`config.mk`:
```
export PLATFORM = sky130hd
export DESIGN_NAME = isr_status_reporting
export DESIGN_NICKNAME = d
export VERILOG_FILES = /design/src/rtl/isr_status_reporting.v
export VERILOG_INCLUDE_DIRS = /design/src /design/src/shared
export SDC_FILE = /design/constraint.sdc
export NUM_CORES = 1
export LEC_CHECK = 0
export BUFFER_PORTS_ARGS = -buffer_cell sky130_fd_sc_hd__buf_4
export CAP_MARGIN = 10
export CORE_MARGIN = 1.5
export CORE_UTILIZATION = 44
export CTS_CLUSTER_SIZE = 30
export DETAILED_ROUTE_END_ITERATION = 8
export GPL_TIMING_DRIVEN = 0
export PLACE_DENSITY = 0.81
export SYNTH_ARGS = -nofsm -noshare
export SYNTH_HDL_FRONTEND = slang
export SYNTH_SLANG_ARGS = --single-unit
```
`constraint.sdc`:
```
create_clock -name clk_sys -period 1.6 [get_ports clk_sys]
set_clock_uncertainty 0.05 [all_clocks]
set_input_delay 0.16 -clock clk_sys [delete_from_list [all_inputs] [get_ports clk_sys]]
set_output_delay 0.16 -clock clk_sys [all_outputs]
set_load 0.005 [all_outputs]
```
`src/shared/isr_consts.vh`:
```
`ifndef ISR_CONSTS_VH
`define ISR_CONSTS_VH
`define ISR_EV_PWR_ON 7
`define ISR_EV_USER_REQ 6
`define ISR_EV_CMD_ERR 5
`define ISR_EV_EXEC_ERR 4
`define ISR_EV_DEV_ERR 3
`define ISR_EV_QUERY_ERR 2
`define ISR_EV_OP_DONE 0
`define ISR_EV_USED_MASK 8'hfd
`define ISR_SB_MASTER 6
`define ISR_SB_EVENT 5
`define ISR_SB_MSG 4
`define ISR_SB_ERR 2
`define ISR_SB_USED_MASK 8'h34
`define ISR_RST_EVENT_ENABLE 8'h00
`define ISR_RST_REQ_ENABLE 8'h00
`define ISR_RST_EVENT_STATUS 8'h80
`define ISR_SEL_EVENT_STATUS 2'h0
`define ISR_SEL_EVENT_ENABLE 2'h1
`define ISR_SEL_STATUS_BYTE 2'h2
`define ISR_SEL_REQ_ENABLE 2'h3
`endif

```
`src/rtl/isr_status_reporting.v`:
```
`timescale 1ns/1ps
`include "isr_consts.vh"
module isr_status_reporting
(
	input wire clk_sys,
	input wire rst,
	input wire [7:0] event_set,
	input wire msg_avail,
	input wire err_avail,
	input wire cmd_clear_status,
	input wire cmd_write,
	input wire cmd_read,
	input wire [1:0] cmd_sel,
	input wire [7:0] cmd_wdata,
	input wire serial_poll,
	output reg [7:0] rd_data_ff,
	output reg rd_valid_ff,
	output reg [7:0] poll_data_ff,
	output reg poll_valid_ff,
	output wire srq_req,
	output wire [7:0] event_status,
	output wire [7:0] event_status_enable,
	output wire [7:0] status_byte,
	output wire [7:0] service_request_enable
);
	// stored state, plus the combinational next event status
	reg [7:0] event_status_ff;
	reg [7:0] event_enable_ff;
	reg [7:0] req_enable_ff;
	reg [7:0] nxt_event_status;
	// combinational helpers
	wire event_summary;
	wire master_summary;
	wire [7:0] status_byte_w;
	wire [7:0] sel_data;
	wire [7:0] status_low;
	wire [7:0] event_keep;
	wire [7:0] event_next;
	wire [7:0] enable_wdata;
	wire rd_event_hit;
	wire wr_event_enable_hit;
	wire wr_req_enable_hit;
	wire clear_events;
	wire queue_gate;
	genvar gi;
	// used-bit masks as vectors so a loop index can pick one bit
	localparam [7:0] ev_used = `ISR_EV_USED_MASK;
	localparam [7:0] sb_used = `ISR_SB_USED_MASK;

	// one decode for the register read path; writes decode through isr_hit and isr_wmask
	function [7:0] isr_pick;
		input [1:0] sel;
		input [7:0] a;
		input [7:0] b;
		input [7:0] c;
		input [7:0] d;
		begin
			case (sel)
				`ISR_SEL_EVENT_STATUS: isr_pick = a;
				`ISR_SEL_EVENT_ENABLE: isr_pick = b;
				`ISR_SEL_STATUS_BYTE: isr_pick = c;
				default: isr_pick = d;
			endcase
		end
	endfunction

	// true when the command select names the given register
	function isr_hit;
		input [1:0] sel;
		input [1:0] code;
		begin
			isr_hit = (sel == code);
		end
	endfunction

	// written mask value, unused positions of that register forced low
	function [7:0] isr_wmask;
		input [1:0] sel;
		input [7:0] data;
		begin
			case (sel)
				`ISR_SEL_EVENT_ENABLE: isr_wmask = data & `ISR_EV_USED_MASK;
				`ISR_SEL_REQ_ENABLE: isr_wmask = data & `ISR_SB_USED_MASK;
				default: isr_wmask = 8'h00;
			endcase
		end
	endfunction

	// which register a command names
	assign rd_event_hit = cmd_read & isr_hit(cmd_sel, `ISR_SEL_EVENT_STATUS);
	assign wr_event_enable_hit = cmd_write & isr_hit(cmd_sel, `ISR_SEL_EVENT_ENABLE);
	assign wr_req_enable_hit = cmd_write & isr_hit(cmd_sel, `ISR_SEL_REQ_ENABLE);

	// read or clear-status empties the event register; masks share one data path
	assign clear_events = cmd_clear_status | rd_event_hit;
	assign queue_gate = ~cmd_clear_status;
	assign enable_wdata = isr_wmask(cmd_sel, cmd_wdata);

	// summaries are combinational so the byte tracks events at once
	assign event_summary = |(event_status_ff & event_enable_ff);

	// fixed zeros in the unused positions
	assign status_low[7] = 1'b0;
	assign status_low[`ISR_SB_MASTER] = 1'b0;
	assign status_low[3] = 1'b0;
	assign status_low[1:0] = 2'h0;

	// event summary lands in bit 5
	assign status_low[`ISR_SB_EVENT] = event_summary;

	// queue bits drop only in the clear-status cycle; the queues live outside,
	// so their owner has to empty them on the same command
	assign status_low[`ISR_SB_MSG] = msg_avail & queue_gate;
	assign status_low[`ISR_SB_ERR] = err_avail & queue_gate;

	// bit 6 kept out of its own source, else the summary would loop on itself
	assign master_summary = |(status_low & req_enable_ff & sb_used);

	// the summary bit doubles as the request-service bit seen at poll
	generate
		for (gi = 0; gi < 8; gi = gi + 1)
		begin : g_status_bit
			if (gi == `ISR_SB_MASTER)
			begin : g_summary
				assign status_byte_w[gi] = master_summary;
			end
			else
			begin : g_plain
				assign status_byte_w[gi] = status_low[gi];
			end
		end
	endgenerate

	// level request with no latch: it drops as soon as its cause is cleared
	assign srq_req = master_summary;

	// one select decode feeds every query answer
	assign sel_data = isr_pick(cmd_sel, event_status_ff, event_enable_ff, status_byte_w,
		req_enable_ff);

	// per-bit update: clear on read or clear-status, then OR in the event;
	// set wins over clear so an event in the clearing cycle is kept
	generate
		for (gi = 0; gi < 8; gi = gi + 1)
		begin : g_event_bit
			assign event_keep[gi] = event_status_ff[gi] & ~clear_events;
			assign event_next[gi] = (event_keep[gi] | event_set[gi]) & ev_used[gi];
		end
	endgenerate

	// next value gathered in one place for the register process
	always @*
	begin
		nxt_event_status = event_next;
	end

	// event bits: hardware sets them, no bus write reaches them
	always @(posedge clk_sys)
	begin
		if (rst)
			event_status_ff <= `ISR_RST_EVENT_STATUS;
		else
			event_status_ff <= nxt_event_status;
	end

	// event enable mask; writing zero empties it
	always @(posedge clk_sys)
	begin
		if (rst)
			event_enable_ff <= `ISR_RST_EVENT_ENABLE;
		else if (wr_event_enable_hit)
			event_enable_ff <= enable_wdata;
	end

	// request enable mask, zero out of reset; status byte writes fall away
	always @(posedge clk_sys)
	begin
		if (rst)
			req_enable_ff <= `ISR_RST_REQ_ENABLE;
		else if (wr_req_enable_hit)
			req_enable_ff <= enable_wdata;
	end

	// query answer registered; an event status read hands back the value
	// from before its own clearing
	always @(posedge clk_sys)
	begin
		if (rst)
		begin
			rd_data_ff <= 8'h00;
			rd_valid_ff <= 1'b0;
		end
		else
		begin
			rd_valid_ff <= cmd_read;
			if (cmd_read)
				rd_data_ff <= sel_data;
		end
	end

	// poll snapshot of the status byte
	// nothing is cleared or written here, so work in progress is undisturbed
	always @(posedge clk_sys)
	begin
		if (rst)
		begin
			poll_data_ff <= 8'h00;
			poll_valid_ff <= 1'b0;
		end
		else
		begin
			poll_valid_ff <= serial_poll;
			if (serial_poll)
				poll_data_ff <= status_byte_w;
		end
	end

	// register views for the rest of the instrument
	assign event_status = event_status_ff;
	assign event_status_enable = event_enable_ff;
	assign status_byte = status_byte_w;
	assign service_request_enable = req_enable_ff;
endmodule

```
==> out/qor.yml <==
gp_congestion: 0.860
drt-total-wl_mm: 3.92
highest_layer: "met4"
hold_depth: 3
cpMostUsedCell: "buf_4"
regArea_um2: 686
grt_max_degree: 11
finish.instance_area_um2: 2180
core_area_um2: 3130
dr_wl_met2_mm: 1.87
path_class: "reg2out"
cts_tree: "yes"
r2r_start: "event_status_enable[2]"
fin_cells: 285
initialDrtViolationCount: 103
io_buffers: 61
tightest_slew_ns: 0.638
diodes: 0
seq_area_frac_synth_pct: 45.9
cp_cell_sequence: "a222oi_1 > nand3_2 > buf_4 > buf_4 > buf_4"
syn_to_final_growth_pct: 47.2
rows: 20
hold_viol_final: 0
cts_buffers: 5
cts_root_buf: "clkbuf_4"
whs_ns: 0.0154
post_drt_via_cell_ratio: 4.95
grt_pass1_vias: 1289
switching_share_pct: 24.6
synth_cell_types: 31
ir_drop_v: 0.000441
synthTopCellsByArea: "dfxtp_1, mux2i_1, buf_4"
nFillCells: 268
cp_data_arrival_time_ns: 1.69
wl_per_cell_um: 13.8
cts_max_level: 2
leakagePower_nw: 1.10
hp-start: "event_set[4]"
clk_pin_slew_ns: 0.09
timing.final.crit_share_pct: 119
multi_input_area_um2: 703
required_ns: 1.39
die_x_um: 61.1
whs_endpoint: "event_status[4]"
crit_path_top_delay_cell: "a222oi_1"
worst_slew_margin_rel_pct: 57.5
start_util_pct: 47.4
critPathMaxStageDelay_ns: 0.44
ant_nets: 0
violations: "setup timing"
status: "finished with violations"
cap_violations: 0
synth-seq-cells: 34
pwr-share-comb_pct: 18.9
synth_top_area_share_pct: 45.9
path_delay_family: "compound AO/OA/AOI/OAI gates"
final_layout_size_suffix_gt1_share_pct: 40.7
drc: 0
design.portCount: 77
critPathCaptureType: "output port"
fp.dieArea_um2: 3730
die_y_um: 61.1
synthCells: 154
track_usage_pct: 22.5
fmax_ghz: 0.526
finalPower_mw: 1.67
layout_common_cells: "buf_4, dfxtp_1, nor2_1, mux2i_1, conb_1"
ys_warn_count: 0
cp_max_fo: 2
final_common_cell: "buf_4"
clk_latency_ns: 0.32
hold_class: "in2reg"
clock-sinks: 34
syn_area_um2: 1480
avgSynthCellArea_um2: 9.64
p_clk_share_pct: 26.4
nNetsFinal: 268
setup_viol: 6
power.internal_mw: 1.26
rsz0062_at_grt: "true"
first_pass_iters: 4
fin_tns_setup_ns: -0.929
worstRegToRegCells: 6
vias: 1410
overflow: 0
layout_min_cycle_time_ns: 1.90
fin_ws_ns: -0.300
startpoint_type: "flip-flop"
dpl-instance-area_um2: 2040
clk_path_buf_depth: 2
yosysTopAreaCell: "dfxtp_1"
r2r_end: "rd_data_ff[6]"
dp.cells: 270
grt_pass1_wl_mm: 6.12
antenna_found_initial: 0
finalMaxSlewViolations: 0
met1_length_mm: 1.61
path_buf_inv: 3
seq_power_share_pct: 54.6
hpwl_mm: 2.98
p_sw_uw: 411
r2r_slack_ns: -0.09
met3_wirelength_um: 276
powerDensity_nw_per_um2: 766
## synthesized netlist by cell type
| cell type | number |
|---|---|
| dfxtp_1 | 34 |
| nor2_1 | 28 |
| mux2i_1 | 15 |
| buf_4 | 14 |
| a21oi_1 | 9 |
| a22oi_1 | 6 |
| nor2b_1 | 5 |
| and2_1 | 4 |
| nand2_1 | 4 |
| a211oi_1 | 3 |
| mux2_2 | 3 |
| o21ai_0 | 3 |
| a211o_1 | 2 |
| a31oi_1 | 2 |
| buf_1 | 2 |
| buf_2 | 2 |
| clkbuf_1 | 2 |
| mux4_2 | 2 |
| nand3_2 | 2 |
| a222oi_1 | 1 |
| a41oi_2 | 1 |
| buf_6 | 1 |
| conb_1 | 1 |
| inv_1 | 1 |
| nand3_1 | 1 |
| nor3_1 | 1 |
| nor3b_1 | 1 |
| o21a_1 | 1 |
| o21ai_1 | 1 |
| o22ai_1 | 1 |
| o31a_1 | 1 |
## layout make-up
type	instances	area share, %
timing repair buffer	70	24.9
multi-input combinational	109	32.2
clock buffer	6	2.35
sequential	34	31.4
tap	44	2.52
buffer	21	6.47
inverter	1	0.172
## per-layer routing
layer | global-route usage [%] | vias to the layer above
met2 | 36.0 | 71
met5 | 0 | -
met3 | 3.78 | 15
met4 | 13.0 | 0
met1 | 28.6 | 638
li1 | - | 686
## how the worst max path moves through the flow
stage | from | to | slack [ns] | cells after the start
after floorplan | event_status[2] | status_byte[6] | 0.18 | 5
after global routing | event_status_enable[2] | status_byte[6] | -0.32 | 6
after CTS | event_status_enable[2] | status_byte[5] | -0.26 | 5
after global placement | event_status[2] | status_byte[6] | -0.07 | 6
final | event_status_enable[2] | status_byte[5] | -0.30 | 5
after detailed placement | event_status[2] | status_byte[6] | -0.10 | 6
## logic make-up (layout without fill, tap and decap cells)
family,count (synthesis),count (layout),synth area share (%)
mux,20,20,15.4
other cells,1,12,0.253
flops,34,34,45.9
compound gates,31,31,14.2
simple gates,46,46,14.4
buf+inv,22,98,9.78
## repair_timing
item	4_1_cts	5_1_grt
buffers inserted	3	0
endpoints found under the hold margin	6	0
pin swaps	3	0
gates resized for setup	6	0
hold buffers	6	0
endpoints found under the setup margin	3	7
## power groups by stage
stage / logic [mW] / clock network (mW) / registers [mW]
after floorplan: 0.146 / 0 / 0.930
after global placement: 0.284 / 0 / 0.933
after detailed placement: 0.290 / 0 / 0.935
after CTS: 0.315 / 0.452 / 0.913
after global routing: 0.347 / 0.487 / 0.918
final: 0.317 / 0.442 / 0.914
## worst register-to-register path: cells and delay by family, from the launching register on
kind	cells	cell delay, ns
AOI/OAI and AO/OA	3	0.69
DFF	1	0.36
buffers and inverters	2	0.32
and+or+nand+nor	1	0.16
## stage by stage
| stage | setup WS (ns) | util (%) |
|---|---|---|
| 2_1_floorplan | 0.181 | - |
| 3_3_place_gp | -0.0717 | 65.2 |
| 3_5_place_dp | -0.103 | 65.2 |
| 4_1_cts | -0.264 | 69.8 |
| 5_1_grt | -0.321 | 69.8 |
| 6_report | -0.300 | 69.8 |
## state kept, by name, indices dropped and copies added (netlist names)
| name | cells |
|---|---|
| rd_data_ff | 7 |
| poll_data_ff | 4 |
| service_request_enable | 7 |
| event_status | 7 |
| rd_valid_ff | 1 |
| event_status_enable | 7 |
| poll_valid_ff | 1 |
No activity file was read; power rests on OpenSTA's default activity.
